## src/hcrr_pkg.sv

```systemverilog
`default_nettype none
package hcrr_pkg;
    localparam int ADDR_W = 8;
    localparam int DATA_W = 8;
    localparam int SAMPLE_W = 12;
    localparam int SLOT_W = 3;
    localparam int N_SLOTS = 8;

    // Readout window: four channels, negative then positive spin, high byte first
    localparam logic [7:0] CHAN3_NEG_SPIN_HIGH = 8'h1a;
    localparam logic [7:0] CHAN3_NEG_SPIN_LOW = 8'h1b;
    localparam logic [7:0] CHAN3_POS_SPIN_HIGH = 8'h1c;
    localparam logic [7:0] CHAN3_POS_SPIN_LOW = 8'h1d;
    localparam logic [7:0] CHAN2_NEG_SPIN_HIGH = 8'h1e;
    localparam logic [7:0] CHAN2_NEG_SPIN_LOW = 8'h1f;
    localparam logic [7:0] CHAN2_POS_SPIN_HIGH = 8'h20;
    localparam logic [7:0] CHAN2_POS_SPIN_LOW = 8'h21;
    localparam logic [7:0] CHAN1_NEG_SPIN_HIGH = 8'h22;
    localparam logic [7:0] CHAN1_NEG_SPIN_LOW = 8'h23;
    localparam logic [7:0] CHAN1_POS_SPIN_HIGH = 8'h24;
    localparam logic [7:0] CHAN1_POS_SPIN_LOW = 8'h25;
    localparam logic [7:0] CHAN5_NEG_SPIN_HIGH = 8'h26;
    localparam logic [7:0] CHAN5_NEG_SPIN_LOW = 8'h27;
    localparam logic [7:0] CHAN5_POS_SPIN_HIGH = 8'h28;
    localparam logic [7:0] CHAN5_POS_SPIN_LOW = 8'h29;
    localparam logic [7:0] READOUT_FIRST = CHAN3_NEG_SPIN_HIGH;
    localparam logic [7:0] READOUT_LAST = CHAN5_POS_SPIN_LOW;

    localparam logic [7:0] MIDDLE_ELEMENT_CONTROL = 8'h2b;
    localparam logic [7:0] OUTER_ATTENUATION = 8'h2c;
    localparam logic [7:0] COORDINATE_SCALING = 8'h2d;
    localparam logic [7:0] SECOND_CONTROL = 8'h2e;

    localparam logic [7:0] READOUT_RESET = 8'h00;
    localparam logic [11:0] SAMPLE_RESET = 12'h000;
    localparam logic [7:0] MIDDLE_RESET = 8'h00;
    localparam logic [7:0] ATTEN_RESET = 8'h06;
    localparam logic [7:0] SCALING_RESET = 8'h09;
    localparam logic [7:0] SCALING_MODULE_VALUE = 8'h16;
    localparam logic [7:0] UNMAPPED_READ = 8'h00;

    // Second control: bits 7 and 2 fixed one, 6..3 and 0 fixed zero, bit 1 inverts
    localparam logic [7:0] SECOND_FIXED_MASK = 8'hfd;
    localparam logic [7:0] SECOND_FIXED_VALUE = 8'h84;
    localparam int SPIN_INVERT_BIT = 1;
    localparam logic SPIN_INVERT_RESET = 1'b0;

    // Sign and high nibble positions of a 12-bit readout
    localparam int SAMPLE_SIGN_BIT = 11;
    localparam int HIGH_NIBBLE_LSB = 8;
    localparam logic [11:0] SAMPLE_MOST_NEG = 12'h800;
    localparam logic [11:0] SAMPLE_MOST_POS = 12'h7ff;

    localparam logic [2:0] CHANNEL_1 = 3'h1;
    localparam logic [2:0] CHANNEL_2 = 3'h2;
    localparam logic [2:0] CHANNEL_3 = 3'h3;
    localparam logic [2:0] CHANNEL_5 = 3'h5;
endpackage
`default_nettype wire

```

## src/hcrr_store_if.sv

```systemverilog
`default_nettype none
interface hcrr_store_if;
    import hcrr_pkg::*;
    logic clear;
    logic wr_en;
    logic [SLOT_W-1:0] wr_slot;
    logic [SAMPLE_W-1:0] wr_data;
    logic [SLOT_W-1:0] rd_slot;
    logic [SAMPLE_W-1:0] rd_data;

    modport ctrl (output clear, output wr_en, output wr_slot, output wr_data,
                  output rd_slot, input rd_data);
    modport store (input clear, input wr_en, input wr_slot, input wr_data,
                   input rd_slot, output rd_data);
endinterface
`default_nettype wire

```

## src/hcrr_regs.sv

```systemverilog
`default_nettype none
module hcrr_regs (
    input wire logic clk,
    input wire logic rst_n,
    input wire logic soft_reset,
    input wire logic [hcrr_pkg::ADDR_W-1:0] reg_addr,
    input wire logic reg_wr_en,
    input wire logic [hcrr_pkg::DATA_W-1:0] reg_wdata,
    input wire logic reg_rd_en,
    output logic [hcrr_pkg::DATA_W-1:0] reg_rdata,
    output logic reg_rd_valid,
    input wire logic meas_valid,
    input wire logic [2:0] meas_channel,
    input wire logic meas_positive,
    input wire logic [hcrr_pkg::SAMPLE_W-1:0] meas_value,
    output logic [hcrr_pkg::DATA_W-1:0] middle_ctrl,
    output logic [hcrr_pkg::DATA_W-1:0] outer_atten,
    output logic [hcrr_pkg::DATA_W-1:0] coord_scale,
    output logic spin_invert,
    output logic test_bits_mismatch,
    output logic scaling_not_module_value
);
    import hcrr_pkg::*;

    // Maps a register address inside the readout window to its slot and half
    function automatic logic [SLOT_W-1:0] addr_slot(input logic [ADDR_W-1:0] addr);
        logic [ADDR_W-1:0] rel;
        rel = addr - READOUT_FIRST;
        return rel[SLOT_W:1];
    endfunction

    function automatic logic addr_is_high(input logic [ADDR_W-1:0] addr);
        logic [ADDR_W-1:0] rel;
        rel = addr - READOUT_FIRST;
        return ~rel[0];
    endfunction

    function automatic logic addr_in_readout(input logic [ADDR_W-1:0] addr);
        return (addr >= READOUT_FIRST) && (addr <= READOUT_LAST);
    endfunction

    // Slot order follows the address order: ch3, ch2, ch1, ch5, negative spin first
    function automatic logic [SLOT_W:0] channel_slot(input logic [2:0] chan,
                                                      input logic positive);
        logic [1:0] pair;
        logic ok;
        pair = 2'h0;
        ok = 1'b1;
        unique case (chan)
            CHANNEL_3: pair = 2'h0;
            CHANNEL_2: pair = 2'h1;
            CHANNEL_1: pair = 2'h2;
            CHANNEL_5: pair = 2'h3;
            default: ok = 1'b0;
        endcase
        return {ok, pair, positive};
    endfunction

    // Negating -2048 would wrap to itself, so it saturates instead
    function automatic logic [SAMPLE_W-1:0] negate_sample(input logic [SAMPLE_W-1:0] v);
        logic [SAMPLE_W-1:0] neg;
        neg = SAMPLE_W'(~v + 12'h001);
        if (v == SAMPLE_MOST_NEG) begin
            neg = SAMPLE_MOST_POS;
        end
        return neg;
    endfunction

    function automatic logic [DATA_W-1:0] high_byte(input logic [SAMPLE_W-1:0] v);
        return {{4{v[SAMPLE_SIGN_BIT]}}, v[SAMPLE_SIGN_BIT:HIGH_NIBBLE_LSB]};
    endfunction

    function automatic logic [DATA_W-1:0] low_byte(input logic [SAMPLE_W-1:0] v);
        return v[HIGH_NIBBLE_LSB-1:0];
    endfunction

    hcrr_store_if store_bus ();

    hcrr_sample_store u_store (
        .clk(clk),
        .port(store_bus.store)
    );

    // Register bank
    logic [DATA_W-1:0] middle_reg;
    logic [DATA_W-1:0] atten_reg;
    logic [DATA_W-1:0] scaling_reg;
    logic invert_reg;
    logic mismatch_reg;

    wire logic bank_clear = ~rst_n | soft_reset;

    // Write decode
    wire logic wr_middle = reg_wr_en && (reg_addr == MIDDLE_ELEMENT_CONTROL);
    wire logic wr_atten = reg_wr_en && (reg_addr == OUTER_ATTENUATION);
    wire logic wr_scaling = reg_wr_en && (reg_addr == COORDINATE_SCALING);
    wire logic wr_second = reg_wr_en && (reg_addr == SECOND_CONTROL);
    wire logic wdata_fixed_ok = (reg_wdata & SECOND_FIXED_MASK) == SECOND_FIXED_VALUE;

    // Capture path from the measurement front end
    wire logic [SLOT_W:0] meas_map = channel_slot(meas_channel, meas_positive);
    wire logic meas_take = meas_valid && meas_map[SLOT_W];
    wire logic [SAMPLE_W-1:0] meas_stored =
        invert_reg ? negate_sample(meas_value) : meas_value;

    assign store_bus.clear = bank_clear;
    assign store_bus.wr_en = meas_take;
    assign store_bus.wr_slot = meas_map[SLOT_W-1:0];
    assign store_bus.wr_data = meas_stored;
    assign store_bus.rd_slot = addr_slot(reg_addr);

    // Read decode
    wire logic rd_readout = addr_in_readout(reg_addr);
    wire logic [DATA_W-1:0] readout_byte = addr_is_high(reg_addr)
        ? high_byte(store_bus.rd_data) : low_byte(store_bus.rd_data);
    wire logic [DATA_W-1:0] second_view =
        SECOND_FIXED_VALUE | (DATA_W'(invert_reg) << SPIN_INVERT_BIT);
    wire logic [DATA_W-1:0] next_rdata =
        rd_readout ? readout_byte :
        (reg_addr == MIDDLE_ELEMENT_CONTROL) ? middle_reg :
        (reg_addr == OUTER_ATTENUATION) ? atten_reg :
        (reg_addr == COORDINATE_SCALING) ? scaling_reg :
        (reg_addr == SECOND_CONTROL) ? second_view : UNMAPPED_READ;

    always_ff @(posedge clk) begin
        if (bank_clear) begin
            middle_reg <= MIDDLE_RESET;
        end else if (wr_middle) begin
            middle_reg <= reg_wdata;
        end
    end

    always_ff @(posedge clk) begin
        if (bank_clear) begin
            atten_reg <= ATTEN_RESET;
        end else if (wr_atten) begin
            atten_reg <= reg_wdata;
        end
    end

    always_ff @(posedge clk) begin
        if (bank_clear) begin
            scaling_reg <= SCALING_RESET;
        end else if (wr_scaling) begin
            scaling_reg <= reg_wdata;
        end
    end

    // The invert bit and a test-bit mismatch flag are stored; the test bits read back their fixed pattern
    always_ff @(posedge clk) begin
        if (bank_clear) begin
            invert_reg <= SPIN_INVERT_RESET;
            mismatch_reg <= 1'b0;
        end else if (wr_second) begin
            invert_reg <= reg_wdata[SPIN_INVERT_BIT];
            mismatch_reg <= ~wdata_fixed_ok;
        end
    end

    always_ff @(posedge clk) begin
        if (!rst_n) begin
            reg_rdata <= UNMAPPED_READ;
            reg_rd_valid <= 1'b0;
        end else begin
            reg_rdata <= reg_rd_en ? next_rdata : reg_rdata;
            reg_rd_valid <= reg_rd_en;
        end
    end

    // Mirrors to the algorithm, all straight from flip-flops
    always_ff @(posedge clk) begin
        if (bank_clear) begin
            middle_ctrl <= MIDDLE_RESET;
            outer_atten <= ATTEN_RESET;
            coord_scale <= SCALING_RESET;
            spin_invert <= SPIN_INVERT_RESET;
            test_bits_mismatch <= 1'b0;
            scaling_not_module_value <= 1'b1;
        end else begin
            middle_ctrl <= middle_reg;
            outer_atten <= atten_reg;
            coord_scale <= scaling_reg;
            spin_invert <= invert_reg;
            test_bits_mismatch <= mismatch_reg;
            scaling_not_module_value <= scaling_reg != SCALING_MODULE_VALUE;
        end
    end
endmodule
`default_nettype wire

```

## src/hcrr_sample_store.sv

```systemverilog
`default_nettype none
module hcrr_sample_store (
    input wire logic clk,
    hcrr_store_if.store port
);
    import hcrr_pkg::*;

    logic [SAMPLE_W-1:0] sample [N_SLOTS];

    // Clear covers both pin reset and soft reset, and beats a same-cycle write
    always_ff @(posedge clk) begin
        if (port.clear) begin
            for (int i = 0; i < N_SLOTS; i++) begin
                sample[i] <= SAMPLE_RESET;
            end
        end else if (port.wr_en) begin
            sample[port.wr_slot] <= port.wr_data;
        end
    end

    assign port.rd_data = sample[port.rd_slot];
endmodule
`default_nettype wire

```

## config.mk

```make
export PLATFORM = sky130hd
export DESIGN_NAME = hcrr_regs
export DESIGN_NICKNAME = d
export VERILOG_FILES = /design/src/hcrr_pkg.sv /design/src/hcrr_store_if.sv /design/src/hcrr_regs.sv /design/src/hcrr_sample_store.sv
export SDC_FILE = /design/constraint.sdc
export NUM_CORES = 1
export LEC_CHECK = 0
export ABC_AREA = 1
export BUFFER_PORTS_ARGS = -buffer_cell sky130_fd_sc_hd__buf_2
export CELL_PAD_IN_SITES_DETAIL_PLACEMENT = 0
export CELL_PAD_IN_SITES_GLOBAL_PLACEMENT = 1
export CORE_MARGIN = 4
export CORE_UTILIZATION = 28
export CTS_CLUSTER_SIZE = 20
export DETAILED_ROUTE_END_ITERATION = 10
export PLACE_DENSITY = 0.59
export SKIP_CTS_REPAIR_TIMING = 1
export SYNTH_ARGS = -nofsm -noshare
export SYNTH_HDL_FRONTEND = slang
export SYNTH_SLANG_ARGS = --single-unit
```

## constraint.sdc

```tcl
create_clock -name clk -period 2 [get_ports clk]
set_input_delay 0.1 -clock clk [delete_from_list [all_inputs] [get_ports clk]]
set_output_delay 0.1 -clock clk [all_outputs]
set_load 0.01 [all_outputs]
```

==> flow_metrics.env, run 1 <==
export IMPL_fp_dieH_um=171.7
export IMPL_leakage_nw=4.164
export IMPL_r2r_start="invert_reg"
export IMPL_numCtsBuffers=17
export IMPL_power_density_mw_per_mm2=827.6
export IMPL_timing_final_crit_share_pct=92.43
export IMPL_fin_ws_ns=0.1514
export IMPL_clock_sinks=158
export IMPL_fin_total_pwr_mw=7.509
export IMPL_num_io_pins=74
export IMPL_startpoint="rst_n"
export IMPL_wl_per_cell_um=16.16
export IMPL_synth_net_count=967
export IMPL_syn_inst=927
export IMPL_slowest_stage="dlygate4sd3_1"
export IMPL_drc_errors=0
export IMPL_holdWs_ns=-0.006237
export IMPL_synthTopCellsByArea="edfxtp_1 (38%), dfxtp_1 (17%), nand2_1 (10%)"
export IMPL_endpoint="u_store.sample[1][10]"
export IMPL_die_area_sq_mm=0.02947
export IMPL_slew_headroom_pct=65.57
export IMPL_start_kind="primary input"
export IMPL_cp_max_fo=12
export IMPL_clk_latency_ns=0.41
export IMPL_place_ws_ns=0.06655
export IMPL_worstRegToRegCells=6
export IMPL_synth_top_cells_by_count="nand2_1 (207), inv_1 (149), nor2_1 (116)"
export IMPL_synth_edff_count=96
export IMPL_postRouteAntennaNets=0
export IMPL_rows=59
export IMPL_yosysTopAreaCell="edfxtp_1"
export IMPL_die_width_um=171.7
export IMPL_syn_area_per_cell_sq_um=8.090
export IMPL_regMostFlops="u_store.sample"
export IMPL_yosys_warnings=0
export IMPL_layout_drive_gt1_share_pct=16.67
export IMPL_cts_tree="built"
export IMPL_io_buffers=73
export IMPL_worstPathRequired_ns=2.11
export IMPL_ys_ff_latch=158
export IMPL_ctsHtreeMaxLevel=4
export IMPL_clockRootBuffer="clkbuf_16"
export IMPL_fmax_mhz=541.0
export IMPL_clk_pin_slew_ns=0.07
export IMPL_fin_area_sq_mm=0.009072
export IMPL_cts_max_path_buffers=2
export IMPL_num_vias=6089
export IMPL_drv_cap=0
export IMPL_worstHoldPathType="in2reg"
export IMPL_criticalPathCategory="in2reg"
export IMPL_seq_area_sq_mm=0.004124
export IMPL_vias_per_cell=4.435
export IMPL_r2r_end="u_store.sample[1][11]"
export IMPL_yosys_cell_count_top_type="nand2_1"
export IMPL_crit_top_cell="inv_2"
export IMPL_min_from="reg_wdata[3]"
export IMPL_syn2layout_area_growth_pct=20.97
export IMPL_largest_reg_flops=96
export IMPL_fin_crit_ns=1.849
export IMPL_slowest_delay_ns=0.53
export IMPL_placed_cell_area_sq_mm=0.008447
export IMPL_ys_seq_area_share_pct=54.99
export IMPL_num_antenna_cells=0
export IMPL_synth_top_cell_area_share_pct=38.44
export IMPL_synth_flop_cell="edfxtp_1"
export IMPL_initial_core_util_pct=28.62
export IMPL_postSynth_asyncResetShare_pct=0
export IMPL_skew_ns=0.009626
export IMPL_nNetsFinal=1065
export IMPL_gp_congestion=0.7658
export IMPL_syn_area_sq_mm=0.007500
export IMPL_violations="hold timing"
export IMPL_crit_path_cell_trace="dlygate4sd3_1 > buf_2 > inv_2 > nor2_2 > nand3_1 > nor2_1 > inv_2 > nand2_1 > buf_4"
export IMPL_reg2reg_slack_ns=0.36
export IMPL_drt_wl_total_mm=22.18
export IMPL_multi_input_area_sq_mm=0.002604
export IMPL_setup_tns_final_ns=0
export IMPL_track_usage_pct=15.47
export IMPL_setup_viol=0
export IMPL_worstPathArrival_ns=1.95
export IMPL_dpl_hpwl_mm=16.38
export IMPL_nFillCells=2757
export IMPL_grt_pass1_wl_mm=34.81
export IMPL_rsz0062_at_grt="no"
export IMPL_grt_max_degree=53
export IMPL_outcome="complete, but fails checks"
export IMPL_drv_slew=0
export IMPL_initialDrtViolationCount=414
export IMPL_grt_pass1_vias=5975
export IMPL_worst_slew_pin_slew_ns=0.5152
export IMPL_grt_overflow=0
export IMPL_drt_pass1_iter_count=5
export IMPL_grt_antenna_before_repair=0
export IMPL_hold_viol=1
export IMPL_core_sq_mm=0.02621
export IMPL_cp_end_kind="flop"
export IMPL_ir_drop_mv=0.4823
export IMPL_ys_types=32
[worst min-delay path by stage]
stage / endpoint / slack, ns / cells past startpoint
floorplan: reg_rd_valid / 0.20 / 2
global placement: reg_rd_valid / 0.32 / 3
detailed placement: reg_rd_valid / 0.32 / 3
CTS: reg_rd_valid / -0.13 / 3
global route: scaling_reg[3] / 0.001 / 3
finish: scaling_reg[3] / -0.006 / 3
[power breakdown]
group | switching [mW] | internal, mW
Combinational | 0.465 | 0.216
Sequential | 0.0292 | 3.54
Clock | 1.37 | 1.89
Total | 1.87 | 5.64
[cell families (layout without fill, tap and decap cells)]
logic type / Yosys count / in the layout / share of synthesized area (%)
AND/OR/NAND/NOR: 467 / 467 / 27.06
buffers and inverters: 195 / 306 / 10.33
flip-flops: 158 / 158 / 54.99
AO/OA/AOI/OAI: 100 / 100 / 6.707
XOR/XNOR: 5 / 5 / 0.5839
adder cells (fa/ha/maj): 2 / 2 / 0.3336
[cells in the final DEF (no fill, tap or decap), types with 3 or more instances in the layout]
master,instances
buf_2,73
or2_2,3
buf_4,37
inv_6,3
clkbuf_16,20
nand2_1,207
inv_8,3
o21ai_0,38
nand3_1,109
xor2_1,4
edfxtp_1,96
inv_2,9
nor3_1,8
buf_12,3
inv_1,149
nor2_1,115
nor2_2,4
a21oi_1,59
dfxtp_1,62
nand2_2,3
nand4_1,5
nand3_2,5
[per-stage QoR]
stage,utilization [%],cells
floorplan,-,927
CTS,34.54,1371
global placement,32.23,1339
detailed placement,32.23,1339
global route,34.62,1373
finish,34.62,1373
[layer usage]
| layer | share of wire (%) | vias up | track usage [%] |
|---|---|---|---|
| met2 | 45 | 116 | 23.61 |
| met1 | 50 | 2806 | 23.02 |
| met4 | 0.98 | 0 | 3.720 |
| met3 | 4.1 | 13 | 2.413 |
| li1 | - | 3154 | - |
| met5 | 0 | - | 0 |
[final cells by class]
| type | count | area share [%] |
|---|---|---|
| inverter | 159 | 6.578 |
| tap | 335 | 4.620 |
| timing repair buffer | 115 | 7.971 |
| clock buffer | 22 | 5.710 |
| clock inverter | 10 | 0.9654 |
| sequential | 158 | 45.46 |
| multi-input combinational | 574 | 28.70 |
[worst max-delay path: cells and delay by family]
family,cells,cell delay [ns]
buffers and inverters,5,1.10
AND/OR/NAND/NOR,4,0.75
Note: power is estimated with default switching activity, not from simulation.
==> run 2, diff against run 1 <==
- CTS_BUF_LIST: default -> sky130_fd_sc_hd__clkbuf_4 sky130_fd_sc_hd__clkbuf_8
- SETUP_SLACK_MARGIN: default -> 0.3
- SYNTH_HIERARCHICAL: default -> 1
==> run 2 against run 1 <==
The flow now finishes without violations; wire length is 3.0% lower; clock skew grew 0.0062 ns; register-to-register slack improved by 0.08 ns; sequential power hardly changed; combinational power rose by 12%; worst setup slack improved by 0.29 ns; sequential share of layout area shrank 0.12 points; cell count up 2.8%; critical path type is now reg2reg; largest cell class unchanged; largest power group unchanged.
==> flow_metrics.env, run 2 <==
export IMPL_top_layer_used="met4"
export IMPL_synthTopCellsByArea="edfxtp_1 (38%), dfxtp_1 (16%), nand2_1 (13%)"
export IMPL_clk_pin_slew_ns=0.09
export IMPL_cp_end_kind="flop"
export IMPL_start_kind="flop"
export IMPL_ys_ff_latch=158
export IMPL_drt_pass1_iter_count=5
export IMPL_fin_cells=1411
export IMPL_largest_reg_flops=96
export IMPL_num_vias=6145
export IMPL_fin_area_sq_mm=0.009096
export IMPL_fin_ws_ns=0.4388
export IMPL_synthMuxAreaShare_pct=0
export IMPL_synth_top_cell_area_share_pct=37.91
export IMPL_io_buffers=73
export IMPL_initial_core_util_pct=28.38
export IMPL_wl_per_cell_um=15.25
export IMPL_fin_util_pct=33.94
export IMPL_regMostFlops="u_store/sample"
export IMPL_synth_xor_area_share_pct=0.2303
export IMPL_initialDrtViolationCount=343
export IMPL_drt_wl_total_mm=21.52
export IMPL_postRouteAntennaNets=0
export IMPL_worstPathRequired_ns=2.19
export IMPL_cts_tree="built"
export IMPL_comb_power_share_pct=11.0
export IMPL_synth_simple_area_share_pct=29.34
export IMPL_wl_met3_um=666
export IMPL_pwr_share_clk_pct=37.4
export IMPL_hold_viol=0
export IMPL_p_sw_share_pct=26.37
export IMPL_leakage_nw=4.159
export IMPL_num_antenna_cells=0
export IMPL_die_width_um=172.8
export IMPL_syn_area_sq_mm=0.007605
export IMPL_synth_net_count=1001
export IMPL_nFillCells=2809
export IMPL_syn_area_per_cell_sq_um=7.913
export IMPL_die_area_sq_mm=0.02986
export IMPL_grt_pass1_vias=6023
export IMPL_placed_cell_area_sq_mm=0.008541
export IMPL_track_usage_pct=14.59
export IMPL_postSynth_asyncResetShare_pct=0
export IMPL_numCtsBuffers=17
export IMPL_synth_compound_area_share_pct=4.607
export IMPL_synth_top_family_by_area="simple AND/OR/NAND/NOR gates"
export IMPL_drv_slew=0
export IMPL_yosysTopAreaCell="edfxtp_1"
export IMPL_place_ws_ns=0.05705
export IMPL_synth_flop_cell="edfxtp_1"
export IMPL_cp_max_fo=10
export IMPL_setup_tns_final_ns=0
export IMPL_drv_cap=0
export IMPL_synth_edff_count=96
export IMPL_skew_ns=0.01580
export IMPL_yosys_cell_count_top_type="nand2_1"
export IMPL_worstHoldPathType="in2reg"
export IMPL_cts_max_path_buffers=2
export IMPL_nNetsFinal=1097
export IMPL_layout_commonest_cell="nand2_1"
export IMPL_ctsHtreeMaxLevel=4
export IMPL_fmax_mhz=640.5
export IMPL_clk_latency_ns=0.45
export IMPL_p_seq_share_pct=51.6
export IMPL_syn_inst=961
export IMPL_worstPathArrival_ns=1.75
export IMPL_ir_drop_mv=0.3548
export IMPL_ys_types=35
export IMPL_fin_crit_ns=1.561
export IMPL_grt_antenna_before_repair=0
export IMPL_worst_slew_pin_slew_ns=0.4485
export IMPL_fp_dieH_um=172.8
export IMPL_netSwitchingPower_mw=1.817
export IMPL_gp_congestion=0.7552
export IMPL_seq_area_sq_mm=0.004124
export IMPL_synth_adder_area_share_pct=0.3291
export IMPL_dr_wl_met2_mm=9.866
export IMPL_multi_input_area_sq_mm=0.002698
export IMPL_yosys_warnings=6
export IMPL_num_io_pins=74
export IMPL_grt_overflow=0
export IMPL_synth_top_cells_by_count="nand2_1 (258), inv_1 (157), nor2_1 (152)"
export IMPL_outcome="finished, final reports clean"
export IMPL_final_cell_mix="nand2_1 (250), inv_1 (155), nor2_1 (151)"
export IMPL_setup_viol=0
export IMPL_grt_pass1_wl_mm=34.32
export IMPL_rsz0062_at_grt="yes"
export IMPL_rows=60
export IMPL_power_density_mw_per_mm2=757.4
export IMPL_clock_sinks=158
export IMPL_timing_final_crit_share_pct=78.06
export IMPL_place_inst=1368
export IMPL_drc_errors=0
export IMPL_slew_headroom_pct=69.83
export IMPL_syn2layout_area_growth_pct=19.61
export IMPL_grt_max_degree=28
export IMPL_m1WireLength_mm=10.60
export IMPL_dpl_hpwl_mm=15.30
export IMPL_criticalPathCategory="reg2reg"
export IMPL_clockRootBuffer="clkbuf_8"
export IMPL_ys_seq_area_share_pct=54.23
export IMPL_vias_per_cell=4.355
export IMPL_layout_drive_gt1_share_pct=16.17
export IMPL_core_sq_mm=0.02680
export IMPL_p_int_mw=5.073
## run 2: changes by cell type after synthesis, sizes merged, moves of 2 or more
cell / previous run / this run
nor3: 9 / 6
inv: 158 / 162
or2: 3 / 6
nand2: 210 / 260
nand3: 116 / 93
nand4: 5 / 3
buf: 25 / 29
xor2: 4 / 1
a21oi: 59 / 32
clkbuf: 11 / 9
nor2: 121 / 158
o21ai: 40 / 33
## run 2: logic make-up (layout without fill, tap and decap cells)
kind of cell    Yosys count  count (layout)
fa+ha+maj                 2               2
flops                   158             158
compound gates           68              68
simple gates            531             531
buf+inv                 200             309
xor+xnor                  2               2
## run 2: area by class of cell
| cell class | instances | share of cell area, % |
|---|---|---|
| clock buffers | 18 | 2.724 |
| well taps | 341 | 4.691 |
| multi-input cells | 603 | 29.66 |
| flip-flops and latches | 158 | 45.34 |
| inverters | 162 | 6.809 |
| repair buffers | 115 | 8.790 |
| clock inverters | 14 | 1.994 |
## run 2: power groups by stage
stage / Sequential, mW / Combinational [mW] / Clock (mW)
after CTS: 3.55 / 0.756 / 2.65
after global placement: 3.63 / 0.759 / 0
final: 3.55 / 0.761 / 2.57
after global routing: 3.57 / 0.863 / 2.80
after floorplan: 3.63 / 0.443 / 0
after detailed placement: 3.63 / 0.753 / 0
## run 2: path summary, 6_finish.rpt
| check | start | end | slack (ns) | cells past startpoint |
|---|---|---|---|---|
| setup / recovery | invert_reg | u_store/sample[7][5] | 0.44 | 7 |
| hold / removal | reg_wr_en | atten_reg[2] | 0.009 | 3 |
| setup reg to reg | invert_reg | u_store/sample[7][5] | 0.44 | 7 |
| hold reg to reg | mismatch_reg | test_bits_mismatch | 0.44 | 2 |
## run 2: worst max-delay path: stages (launching register included)
cell	delay (ns)
dfxtp_1	0.33
inv_2	0.14
nor2_2	0.05
nand4_1	0.10
buf_4	0.18
nand3_1	0.08
inv_1	0.30
nor2_1	0.10
## run 2: metal layers
| metal | vias to the layer above | track usage (%) |
|---|---|---|
| li1 | 3181 | - |
| met1 | 2849 | 20.49 |
| met2 | 97 | 23.38 |
| met3 | 18 | 2.470 |
| met4 | 0 | 3.991 |
| met5 | - | 0 |
## run 2: through the flow
step,hold slack (ns),power (mW)
after floorplan,0.1976,4.069
after global placement,0.3149,4.387
after detailed placement,0.3180,4.383
after CTS,-0.1694,6.964
after global routing,0.002356,7.225
final,0.008606,6.889
